**src/logic/i2c_ctl_cfg.svh**
```systemverilog
`ifndef I2C_CTL_CFG_SVH
`define I2C_CTL_CFG_SVH

// --------------------------------------------------------------
// register placement
// --------------------------------------------------------------
`define CTRL_ADDR 16'hFFA6
`define CTRL_RESET 8'h00

// --------------------------------------------------------------
// control register bit positions
// --------------------------------------------------------------
`define BIT_ENABLE 7
`define BIT_EXIT 6
`define BIT_WREL 5
`define BIT_SPIE 4
`define BIT_WTIM 3
`define BIT_ACKE 2
`define BIT_START 1
`define BIT_STOP 0

// --------------------------------------------------------------
// status register bit positions
// --------------------------------------------------------------
`define ST_MASTER 7
`define ST_EXT 5
`define ST_MATCH 4
`define ST_TX 3
`define ST_ACK 2
`define ST_STOP 1

// --------------------------------------------------------------
// bus constants and timing
// --------------------------------------------------------------
`define EXT_CODE_PREFIX 5'h1E
`define MON_PRE 4'hF
`define SYS_CLK_MHZ 100
`define START_HOLD_NS 4000
`define STOP_SETUP_NS 4000
`define START_HOLD_CYC ((`START_HOLD_NS * `SYS_CLK_MHZ + 999) / 1000)
`define STOP_SETUP_CYC ((`STOP_SETUP_NS * `SYS_CLK_MHZ + 999) / 1000)

`endif

```
**src/logic/i2c_ctl_pkg.sv**
```systemverilog
`default_nettype none

package i2c_ctl_pkg;

	typedef enum logic [2:0] {
		GEN_IDLE,
		GEN_START,
		GEN_START_SCL,
		GEN_STOP_LOW,
		GEN_STOP_HOLD
	} gen_state_t;

	typedef struct packed {
		logic [1:0] sclSync;
		logic [1:0] sdaSync;
		logic sclLast;
		logic sdaLast;
		logic busBusy;
		logic addrPhase;
		logic [3:0] fallCount;
		logic [7:0] rxByte;
		logic ackLow;
		logic startSeen;
		logic stopSeen;
		logic fall8;
		logic fall9;
		logic rise9;
	} mon_state_t;

	typedef struct packed {
		logic [7:0] ctrl;
		logic stopDet;
		logic ackDet;
		logic txMode;
		logic addrMatch;
		logic extCode;
		logic masterSt;
		logic startFailed;
		logic standby;
		logic waitHold;
		logic wait9;
		logic ackDrive;
		logic sclOe;
		logic sdaOe;
		gen_state_t genState;
		logic [8:0] holdCount;
		logic irq;
		logic [7:0] rdData;
	} ctl_state_t;

endpackage

`default_nettype wire

```
**src/logic/i2c_bus_monitor.sv**
```systemverilog
`timescale 1ns/100ps
`default_nettype none
`include "i2c_ctl_cfg.svh"

module i2c_bus_monitor (
	// clock and reset
	input wire logic sys_clk,
	input wire logic rst_b,
	input wire logic clkEn,
	// control
	input wire logic enable,
	// raw bus levels
	input wire logic sclIn,
	input wire logic sdaIn,
	// detected events and state
	output logic sclLevel,
	output logic sdaLevel,
	output logic busBusy,
	output logic addrPhase,
	output logic [7:0] rxByte,
	output logic ackLow,
	output logic startSeen,
	output logic stopSeen,
	output logic fall8,
	output logic fall9,
	output logic rise9
);

	i2c_ctl_pkg::mon_state_t q, d;
	logic scl;
	logic sda;

	// --------------------------------------------------------------
	// bus condition and clock edge detection
	// --------------------------------------------------------------
	always_comb
	begin
		d = q;
		d.sclSync = {q.sclSync[0], sclIn};
		d.sdaSync = {q.sdaSync[0], sdaIn};
		scl = q.sclSync[1];
		sda = q.sdaSync[1];
		d.sclLast = scl;
		d.sdaLast = sda;
		d.startSeen = 1'b0;
		d.stopSeen = 1'b0;
		d.fall8 = 1'b0;
		d.fall9 = 1'b0;
		d.rise9 = 1'b0;
		// address phase holds through the ninth fall so that edge still sees it
		if (q.fall9)
			d.addrPhase = 1'b0;
		if (!enable)
		begin
			d.busBusy = 1'b0;
			d.addrPhase = 1'b0;
			d.fallCount = 4'h0;
		end
		else if (scl && q.sclLast && q.sdaLast && !sda)
		begin
			d.busBusy = 1'b1;
			d.addrPhase = 1'b1;
			d.fallCount = `MON_PRE;
			d.startSeen = 1'b1;
		end
		else if (scl && q.sclLast && !q.sdaLast && sda)
		begin
			d.busBusy = 1'b0;
			d.addrPhase = 1'b0;
			d.fallCount = 4'h0;
			d.stopSeen = 1'b1;
		end
		else if (scl && !q.sclLast)
		begin
			if (q.fallCount < 4'h8)
				d.rxByte = {q.rxByte[6:0], sda};
			else if (q.fallCount == 4'h8)
			begin
				d.ackLow = !sda;
				d.rise9 = 1'b1;
			end
		end
		else if (!scl && q.sclLast && q.busBusy)
		begin
			if (q.fallCount == `MON_PRE)
				d.fallCount = 4'h0;
			else if (q.fallCount == 4'h7)
			begin
				d.fallCount = 4'h8;
				d.fall8 = 1'b1;
			end
			else if (q.fallCount == 4'h8)
			begin
				d.fallCount = 4'h0;
				d.fall9 = 1'b1;
			end
			else
				d.fallCount = q.fallCount + 4'h1;
		end
	end

	always_ff @(posedge sys_clk or negedge rst_b)
	begin
		if (!rst_b)
		begin
			q <= '0;
			// idle bus is high: no false edge once reset lets go
			q.sclSync <= 2'b11;
			q.sdaSync <= 2'b11;
			q.sclLast <= 1'b1;
			q.sdaLast <= 1'b1;
		end
		else if (clkEn)
			q <= d;
	end

	assign sclLevel = q.sclSync[1];
	assign sdaLevel = q.sdaSync[1];
	assign busBusy = q.busBusy;
	assign addrPhase = q.addrPhase;
	assign rxByte = q.rxByte;
	assign ackLow = q.ackLow;
	assign startSeen = q.startSeen;
	assign stopSeen = q.stopSeen;
	assign fall8 = q.fall8;
	assign fall9 = q.fall9;
	assign rise9 = q.rise9;

endmodule

`default_nettype wire

```
**src/logic/i2c_control_register.sv**
```systemverilog
//
// Overview of operation
// - control register sits at FFA6H and resets to 00H
// - software writes the register as a byte or as a single bit
// - bits 7..0: enable, exit, wait release, stop irq, wait timing, ack, start, stop
// - enable low stops all operation and holds status cleared
// - enable low also clears start-failed, bus-busy, clock and data level bits
// - exit bit abandons transfer, enters standby, then clears itself
// - exit action releases both clock and data lines
// - exit clears stop (kept if a stop is seen that cycle), ack, transmit, match, extension, master flags and triggers
// - standby lasts until a stop, or a start followed by match or extension
// - standby ends when a start is followed by address match or extension code
// - wait release bit frees the clock line and clears itself
// - release during ninth-clock wait while transmitting frees data, clears transmit
// - with enable low, exit, wait release and stop irq bits are ignored
// - stop irq enable raises the interrupt when a stop is detected
// - start trigger bit issues a start condition on the bus when it is free; if the bus is busy it sets start-failed instead
// - wait timing selects wait and interrupt at eighth or ninth falling edge of data bytes
//
`timescale 1ns/100ps
`default_nettype none
`include "i2c_ctl_cfg.svh"

module i2c_control_register (
	// clock and reset
	input wire logic sys_clk,
	input wire logic rst_b,
	input wire logic clkEn,
	// cpu register access
	input wire logic [15:0] cpuAddr,
	input wire logic cpuWrByte,
	input wire logic [7:0] cpuWrData,
	input wire logic cpuWrBit,
	input wire logic [2:0] cpuBitSel,
	input wire logic cpuBitVal,
	input wire logic cpuRd,
	output logic [7:0] cpuRdData,
	// local configuration and transmit data
	input wire logic [6:0] slaveAddr,
	input wire logic txFirstBit,
	// serial clock pin
	input wire logic sclIn,
	output logic sclOut,
	output logic sclOe,
	// serial data pin
	input wire logic sdaIn,
	output logic sdaOut,
	output logic sdaOe,
	// status towards neighbouring registers
	output logic [7:0] statusReg,
	output logic startFailed,
	output logic busBusy,
	output logic clockLineLevel,
	output logic dataLineLevel,
	// interrupt request
	output logic twoWireInterrupt
);

	i2c_ctl_pkg::ctl_state_t q, d;

	logic sclLevel;
	logic sdaLevel;
	logic monBusy;
	logic addrPhase;
	logic [7:0] rxByte;
	logic ackLow;
	logic startSeen;
	logic stopSeen;
	logic fall8;
	logic fall9;
	logic rise9;
	logic enabled;
	logic hit;
	logic matchNow;
	logic extNow;
	logic involved;
	logic waitAt8;

	// --------------------------------------------------------------
	// bus monitor
	// --------------------------------------------------------------
	i2c_bus_monitor monitor (
		.sys_clk(sys_clk),
		.rst_b(rst_b),
		.clkEn(clkEn),
		.enable(enabled),
		.sclIn(sclIn),
		.sdaIn(sdaIn),
		.sclLevel(sclLevel),
		.sdaLevel(sdaLevel),
		.busBusy(monBusy),
		.addrPhase(addrPhase),
		.rxByte(rxByte),
		.ackLow(ackLow),
		.startSeen(startSeen),
		.stopSeen(stopSeen),
		.fall8(fall8),
		.fall9(fall9),
		.rise9(rise9)
	);

	// --------------------------------------------------------------
	// control and status next state
	// --------------------------------------------------------------
	always_comb
	begin
		d = q;
		d.irq = 1'b0;
		hit = (cpuAddr == `CTRL_ADDR);
		matchNow = (rxByte[7:1] == slaveAddr);
		extNow = (rxByte[7:3] == `EXT_CODE_PREFIX);
		involved = q.masterSt | q.addrMatch | q.extCode;
		waitAt8 = 1'b0;
		if (!enabled)
		begin
			d.stopDet = 1'b0;
			d.ackDet = 1'b0;
			d.txMode = 1'b0;
			d.addrMatch = 1'b0;
			d.extCode = 1'b0;
			d.masterSt = 1'b0;
			d.startFailed = 1'b0;
			d.standby = 1'b0;
			d.waitHold = 1'b0;
			d.wait9 = 1'b0;
			d.ackDrive = 1'b0;
			d.genState = i2c_ctl_pkg::GEN_IDLE;
			d.holdCount = 9'h000;
			d.ctrl[`BIT_EXIT] = 1'b0;
			d.ctrl[`BIT_WREL] = 1'b0;
		end
		else
		begin
			// bus events
			if (startSeen)
				d.stopDet = 1'b0;
			if (stopSeen)
			begin
				d.stopDet = 1'b1;
				d.masterSt = 1'b0;
				d.addrMatch = 1'b0;
				d.extCode = 1'b0;
				d.txMode = 1'b0;
				d.waitHold = 1'b0;
				d.ackDrive = 1'b0;
				d.standby = 1'b0;
				if (q.ctrl[`BIT_SPIE])
					d.irq = 1'b1;
			end
			if (startSeen && !q.masterSt)
			begin
				d.addrMatch = 1'b0;
				d.extCode = 1'b0;
				d.txMode = 1'b0;
			end
			if (fall8)
			begin
				if (addrPhase && !q.masterSt)
				begin
					d.addrMatch = matchNow;
					d.extCode = extNow;
					d.txMode = matchNow & rxByte[0];
					if (matchNow || extNow)
						d.standby = 1'b0;
				end
				else if (addrPhase)
					d.txMode = !rxByte[0];
				involved = d.masterSt | d.addrMatch | d.extCode;
				waitAt8 = addrPhase ? (d.extCode & !q.masterSt) : !q.ctrl[`BIT_WTIM];
				if (involved && !d.standby)
				begin
					if (q.ctrl[`BIT_ACKE] && !d.txMode)
						d.ackDrive = 1'b1;
					if (waitAt8)
					begin
						d.waitHold = 1'b1;
						d.wait9 = 1'b0;
						d.irq = 1'b1;
					end
				end
			end
			if (rise9 && involved && ackLow)
				d.ackDet = 1'b1;
			if (fall9)
			begin
				d.ackDrive = 1'b0;
				waitAt8 = addrPhase ? (q.extCode & !q.masterSt) : !q.ctrl[`BIT_WTIM];
				if (involved && !q.standby && (addrPhase || !waitAt8))
				begin
					d.waitHold = 1'b1;
					d.wait9 = 1'b1;
					d.irq = 1'b1;
				end
			end
			if (q.ctrl[`BIT_WREL])
			begin
				d.waitHold = 1'b0;
				if (q.waitHold && q.wait9 && q.txMode)
					d.txMode = 1'b0;
				d.ctrl[`BIT_WREL] = 1'b0;
			end
			// start and stop generation
			unique case (q.genState)
				i2c_ctl_pkg::GEN_IDLE:
				begin
					if (q.ctrl[`BIT_START])
					begin
						if (monBusy)
						begin
							d.startFailed = 1'b1;
							d.ctrl[`BIT_START] = 1'b0;
						end
						else
						begin
							d.startFailed = 1'b0;
							d.holdCount = 9'h000;
							d.genState = i2c_ctl_pkg::GEN_START;
						end
					end
					else if (q.ctrl[`BIT_STOP])
					begin
						d.waitHold = 1'b0;
						d.holdCount = 9'h000;
						d.genState = i2c_ctl_pkg::GEN_STOP_LOW;
					end
				end
				i2c_ctl_pkg::GEN_START:
				begin
					d.holdCount = q.holdCount + 9'h001;
					if (q.holdCount == 9'(`START_HOLD_CYC - 1))
					begin
						d.masterSt = 1'b1;
						d.waitHold = 1'b1;
						d.wait9 = 1'b0;
						d.genState = i2c_ctl_pkg::GEN_START_SCL;
					end
				end
				i2c_ctl_pkg::GEN_START_SCL:
				begin
					if (!sclLevel)
					begin
						d.ctrl[`BIT_START] = 1'b0;
						d.genState = i2c_ctl_pkg::GEN_IDLE;
					end
				end
				i2c_ctl_pkg::GEN_STOP_LOW:
				begin
					d.waitHold = 1'b0;
					if (sclLevel)
						d.genState = i2c_ctl_pkg::GEN_STOP_HOLD;
				end
				i2c_ctl_pkg::GEN_STOP_HOLD:
				begin
					d.holdCount = q.holdCount + 9'h001;
					if (q.holdCount == 9'(`STOP_SETUP_CYC - 1))
					begin
						d.ctrl[`BIT_STOP] = 1'b0;
						d.genState = i2c_ctl_pkg::GEN_IDLE;
					end
				end
			endcase
			if (q.ctrl[`BIT_EXIT])
			begin
				d.standby = 1'b1;
				d.waitHold = 1'b0;
				d.ackDrive = 1'b0;
				d.genState = i2c_ctl_pkg::GEN_IDLE;
				d.stopDet = d.stopDet & stopSeen;
				d.ackDet = 1'b0;
				d.txMode = 1'b0;
				d.addrMatch = 1'b0;
				d.extCode = 1'b0;
				d.masterSt = 1'b0;
				d.ctrl[`BIT_START] = 1'b0;
				d.ctrl[`BIT_STOP] = 1'b0;
				d.ctrl[`BIT_EXIT] = 1'b0;
			end
		end
		if (hit && cpuWrByte)
			d.ctrl = cpuWrData;
		else if (hit && cpuWrBit)
			d.ctrl[cpuBitSel] = cpuBitVal;
		if (!enabled)
			d.irq = 1'b0;
		// pin drive
		d.sclOe = d.waitHold;
		d.sdaOe = d.ackDrive
			| (d.genState == i2c_ctl_pkg::GEN_START)
			| (d.genState == i2c_ctl_pkg::GEN_START_SCL)
			| (d.genState == i2c_ctl_pkg::GEN_STOP_LOW)
			| (d.genState == i2c_ctl_pkg::GEN_STOP_HOLD)
			| (d.waitHold & d.wait9 & d.txMode & !txFirstBit);
		// read port
		if (cpuRd)
			d.rdData = hit ? q.ctrl : 8'h00;
	end

	// --------------------------------------------------------------
	// state register
	// --------------------------------------------------------------
	always_ff @(posedge sys_clk or negedge rst_b)
	begin
		if (!rst_b)
		begin
			q <= '0;
			q.ctrl <= `CTRL_RESET;
		end
		else if (clkEn)
			q <= d;
	end

	// --------------------------------------------------------------
	// outputs
	// --------------------------------------------------------------
	// enable is bit 7
	assign enabled = q.ctrl[`BIT_ENABLE];
	assign cpuRdData = q.rdData;
	assign sclOut = 1'b0;
	assign sdaOut = 1'b0;
	assign sclOe = q.sclOe;
	assign sdaOe = q.sdaOe;
	always_comb
	begin
		statusReg = 8'h00;
		statusReg[`ST_MASTER] = q.masterSt;
		statusReg[`ST_EXT] = q.extCode;
		statusReg[`ST_MATCH] = q.addrMatch;
		statusReg[`ST_TX] = q.txMode;
		statusReg[`ST_ACK] = q.ackDet;
		statusReg[`ST_STOP] = q.stopDet;
	end
	assign startFailed = q.startFailed;
	// levels and busy cleared while disabled
	assign busBusy = enabled & monBusy;
	assign clockLineLevel = enabled & sclLevel;
	assign dataLineLevel = enabled & sdaLevel;
	assign twoWireInterrupt = q.irq;

endmodule

`default_nettype wire

```
**config.mk**
```make
export PLATFORM = sky130hd
export DESIGN_NAME = i2c_control_register
export DESIGN_NICKNAME = d
export VERILOG_FILES = /design/src/logic/i2c_ctl_pkg.sv /design/src/logic/i2c_bus_monitor.sv /design/src/logic/i2c_control_register.sv
export VERILOG_INCLUDE_DIRS = /design/src /design/src/logic
export SDC_FILE = /design/constraint.sdc
export NUM_CORES = 1
export LEC_CHECK = 0
export ABC_AREA = 1
export BUFFER_PORTS_ARGS = -buffer_cell sky130_fd_sc_hd__buf_4
export CORE_UTILIZATION = 40
export DETAILED_ROUTE_END_ITERATION = 8
export REMOVE_ABC_BUFFERS = 1
export SETUP_SLACK_MARGIN = 0.15
export SYNTH_ARGS = -nofsm -noshare
export SYNTH_HDL_FRONTEND = slang
export SYNTH_SLANG_ARGS = --single-unit
```
**constraint.sdc**
```tcl
create_clock -name sys_clk -period 5.7 [get_ports sys_clk]
set_clock_uncertainty 0.2 [all_clocks]
set_input_delay 0.855 -clock sys_clk [delete_from_list [all_inputs] [get_ports sys_clk]]
set_output_delay 0.855 -clock sys_clk [all_outputs]
set_load 0.02 [all_outputs]
```
# Word level (Yosys, flattened, before mapping)
# Index checks and enable logic that the tools add are counted.
[op_classes]
addsub = 2
n_lt_le_gt_ge = 3
eq_ne = 25
muxes = 105
bitwise = 22
n_reduce_logical = 48
[ops]
columns = ["cell", "count"]
rows = [
  ["1-bit two-way mux", 53],
  ["12-bit two-way mux", 4],
  ["4-bit two-way mux", 10],
  ["8-bit two-way mux", 4],
  ["3-bit two-way mux", 10],
  ["2-bit two-way mux", 14],
  ["1-bit logical AND", 21],
  ["9-bit one-hot mux with 2 select lines", 1],
  ["16-bit == test, second input constant", 1],
  ["3-bit one-hot mux with 5 select lines", 1],
  ["3-bit by 2-bit == test with 1-bit output, second input constant", 4],
  ["1-bit logical NOT", 12],
  ["6-bit two-way mux", 2],
  ["11-bit two-way mux", 1],
  ["1-bit AND", 10],
  ["2-bit AND reduction", 5],
  ["9-bit by 1-bit adder with 9-bit output, second input constant", 1],
  ["9-bit == test, second input constant", 1],
  ["1-bit OR", 9],
  ["8-bit bitwise mux", 1],
  ["4-bit == test, second input constant", 2],
  ["4-bit by 1-bit inequality test with 1-bit output, second input constant", 2],
  ["4-bit inequality test, second input constant", 2],
  ["7-bit == test", 1],
  ["other kinds (26)", 33],
]
[word_totals]
reg_bits = 67
inputBits = 44
word_cells = 237

# Depth between registers and ports, before layout
[depth]
depth_word = 25
depth_mapped = 14
mapped_depth_nobuf = 14

# Modules after synthesis
# From an unflattened synthesis, not the netlist that was laid out.
[hier_totals]
hier_cells = 605
area_unflattened_um2 = 4321.6
[by_module_without_submodules]
columns = ["mod", "n_inst", "cells_per_inst", "area_per_inst_um2"]
rows = [
  ["i2c_control_register", 1, 444, 2986.6],
  ["i2c_bus_monitor", 1, 161, 1335.0],
]

# Least setup slack after synthesis
# No wires, ideal clock.
[synth_path]
kind = "input-to-reg"
from = "input cpuAddr[6]"
to = "register q[36] in the netlist's numbering"
setup_time_ns = 0.128
arrival_time_ns = 1.967
t_required_ns = 5.372
slack_ns = 3.406
cell_stages = 9
path_cell_list = "inv_1 -> nand4_1 -> nor2_1 -> nand2_1 -> nor2_4 -> inv_2 -> a21oi_1 -> o21ai_1 -> mux2_1"
[synth_via]
elab_chain_len = 4
word_cells_on_any_way = 6
classes_between = "eq/ne: 1; mux: 1; reduce/logical: 4"
[synth_rtl]
columns = ["element", "line_no", "text"]
rows = [
  ["start, declared", "i2c_control_register.sv:30", "input wire logic [15:0] cpuAddr,"],
  ["16-bit == test (no source line) (*)", "-", ""],
  ["1-bit logical AND, on equally long branches", "i2c_control_register.sv:279, i2c_control_register.sv:281", ""],
  ["2-bit nonzero test (no source line)", "-", ""],
  ["2-bit AND reduction (no source line)", "-", ""],
  ["end, declared", "i2c_control_register.sv:59", "i2c_ctl_pkg::ctl_state_t q, d;"],
]
# Every way passes the cells marked *; elsewhere a longest branch is shown, timed or not.
# A chain may end at the register's enable or synchronous reset.

# Worst setup path after layout
[layout_path]
from = "register q (netlist bit enabled)"
to = "output busBusy"
[layout_via]
elab_chain_len = 1
[layout_rtl]
columns = ["element", "line_no", "text"]
rows = [
  ["1-bit AND", "i2c_control_register.sv:334", "assign busBusy = enabled & monBusy;"],
  ["end, declared", "i2c_control_register.sv:52", "output logic busBusy,"],
]
# No other way between the ends.

==> results.toml <==
[status]
outcome = "finished, final reports clean"

[yosys]
ys_ff_latch = 67
synthTopCellsByCount = "nand2_1, inv_1, dfrtp_1"
ys_warn_count = 0
synth-async-reset-ratio = 1.00
synth.distinct_cells = 43
syn_area_per_cell_um2 = 7.44
seq_area_frac_synth = 0.428
netlist_area_mm2 = 0.00394
synth.most_common_cell = "nand2_1"
synth_area_leaders = "dfrtp_1, nand2_1, inv_1"
ys.flop_type = "dfrtp_1"
yosysTopAreaCell = "dfrtp_1"
synth_edf_count = 0
syn_inst = 529
synth_top_area_share = 0.388

[global_route]
grt_pass1_wl_mm = 16.3
grt_usage = 0.207
grt_max_degree = 68
antenna_found_initial = 0
grt-ovfl-total = 0
grt_pass1_vias = 3403

[pwr]
powerDensity_mw_per_mm2 = 214
peakVddDrop_v = 0.000111
power_leakage_nw = 2.24
finalPower_uw = 991

[worst_hold_path]
hold_start = "monitor.d[25]$_DFFE_PN1P_"
min_path_type = "reg2reg"
min_to = "monitor.d[25]$_DFFE_PN1P_"
hold_path_depth = 2

[cts]
clk_pin_slew_ns = 0.07
cts_tree = "built"
postCtsHoldBufs = 0
root_buffer = "clkbuf_8"
cts_resized = 0
postCtsSetupBuffers = 0
h-tree-depth = 3
cts.sinks = 67
clk_latency_ns = 0.34
numCtsBuffers = 9
max-clock-path-buffers = 2

[placement]
numPortBuffers = 64
dp_slack_ns = 2.91
placed_cells = 699
place_congestion = 0.888
dpl.hpwl_mm = 7.29
post_dp_cell_area_mm2 = 0.00443

[route]
dr_total_vias = 3624
drt_pass1_iterations = 5
detail-route-antenna-nets = 0
drt-initial-drc-count = 172
drt-total-wl_mm = 9.87
wl_per_cell_um = 13.8
viasPerCell = 5.07
drc_errors = 0

[cells_and_area]
area_delta_synth_final_pct = 17.7
drive_above_1_share = 0.191
fin_util = 0.494
stdcell_count = 715
nNetsFinal = 628
postLayoutCellArea_mm2 = 0.00463
n_antenna_cell = 0

[floorplan]
die_area_mm2 = 0.0102
core_mm2 = 0.00937
die_w_um = 101
rows = 35
io_pins = 69
die_h_um = 101
start_util = 0.420

[worst_setup_path]
critPathArrivalTime_ns = 1.41
ff2ff_setup_slack_ns = 3.36
rr_startpoint = "enabled$_DFFE_PN0P_"
start_kind = "flop"
r2r_cells = 9
cp-end-kind = "output pin"
rr_endpoint = "sdaOe$_DFFE_PN0P_"
required_ns = 4.64
cp_max_fo = 13
path_class = "reg2out"

[timing]
hold_ws_ns = 0.267
period_needed_ns = 2.46
tns_ns = 0
timing.final.ws_setup_ns = 3.24
slew_violations = 0
slew_headroom = 0.435
setup_viol = 0
fin_crit_sh = 0.432
rsz0062_at_grt = "false"
hold_viol_final = 0
worst_pin_slew_ns = 0.848
fmax_mhz = 406

[run]
drv_cap = 0
## area by class of cell
cell class / instances / area [um^2]
multi-input combinational: 356 / 1790
tap: 129 / 161
clock buffer: 14 / 173
fill: 935 / 4740
sequential: 67 / 1680
inverter: 83 / 312
clock inverter: 2 / 35.0
timing repair buffer: 64 / 480
## where the power goes
part / switching [mW] / internal, mW
clock: 0.178 / 0.238
sequential: 0.00913 / 0.488
combinational: 0.0474 / 0.0315
## critical path, cell delays in order (launching register included)
cell and delay (ns):
dfrtp_1 0.70, nand2_1 0.15, inv_1 0.08, buf_4 0.13
## cell usage in the layout (no fill, tap or decap), types with 3 or more instances in the layout
cell,n
buf_4,64
nand2_1,123
nor3_2,3
nand4_1,12
conb_1,4
o211ai_1,4
o32ai_1,3
o21ai_0,45
a31oi_1,3
nor3_1,14
a21oi_1,27
dfstp_2,6
o21a_1,3
o21ai_1,10
nor2_1,34
a22oi_1,5
nor2_2,4
ha_1,3
o22ai_1,3
dfrtp_1,61
nor4_1,3
nand3_1,30
inv_1,69
inv_2,14
clkbuf_8,12
## worst max-delay path by stage
stage                                    from           endpoint  slack (ns)  cells past startpoint
after CTS                 enabled$_DFFE_PN0P_            busBusy        3.21                      3
after global routing      enabled$_DFFE_PN0P_     clockLineLevel        3.12                      3
final                     enabled$_DFFE_PN0P_            busBusy        3.24                      3
after global placement                  clkEn  q[17]$_DFFE_PN0P_        3.00                     11
after detailed placement                clkEn  q[17]$_DFFE_PN0P_        2.91                     11
after floorplan                    cpuAddr[6]  q[36]$_DFFE_PN0P_        3.41                      9
## cell families (layout without fill, tap and decap cells)
| family | Yosys count | in the layout | share of synthesized area |
|---|---|---|---|
| simple gates | 233 | 233 | 0.267 |
| xor+xnor | 3 | 3 | 0.00667 |
| compound gates | 112 | 112 | 0.164 |
| mux | 1 | 1 | 0.00286 |
| fa+ha+maj | 3 | 3 | 0.00953 |
| flops | 67 | 67 | 0.428 |
| other cells | 1 | 4 | 0.000952 |
| buf+inv | 109 | 163 | 0.121 |
## registers in the layout (all words and copies together) (netlist names), 2 cells and up
| signal | count |
|---|---|
| monitor.d | 2 |
| monitor.rxByte | 8 |
| cpuRdData | 8 |
| statusReg | 6 |
| monitor.q | 6 |
| q | 22 |
## layer usage
metal / part of all wire / up-vias / global-route usage
li1: - / 1830 / -
met1: 0.49 / 1654 / 0.294
met2: 0.44 / 129 / 0.316
met3: 0.056 / 11 / 0.0304
met4: 0.017 / 0 / 0.0892
met5: 0 / - / 0
(Power assumes the default switching activity.)
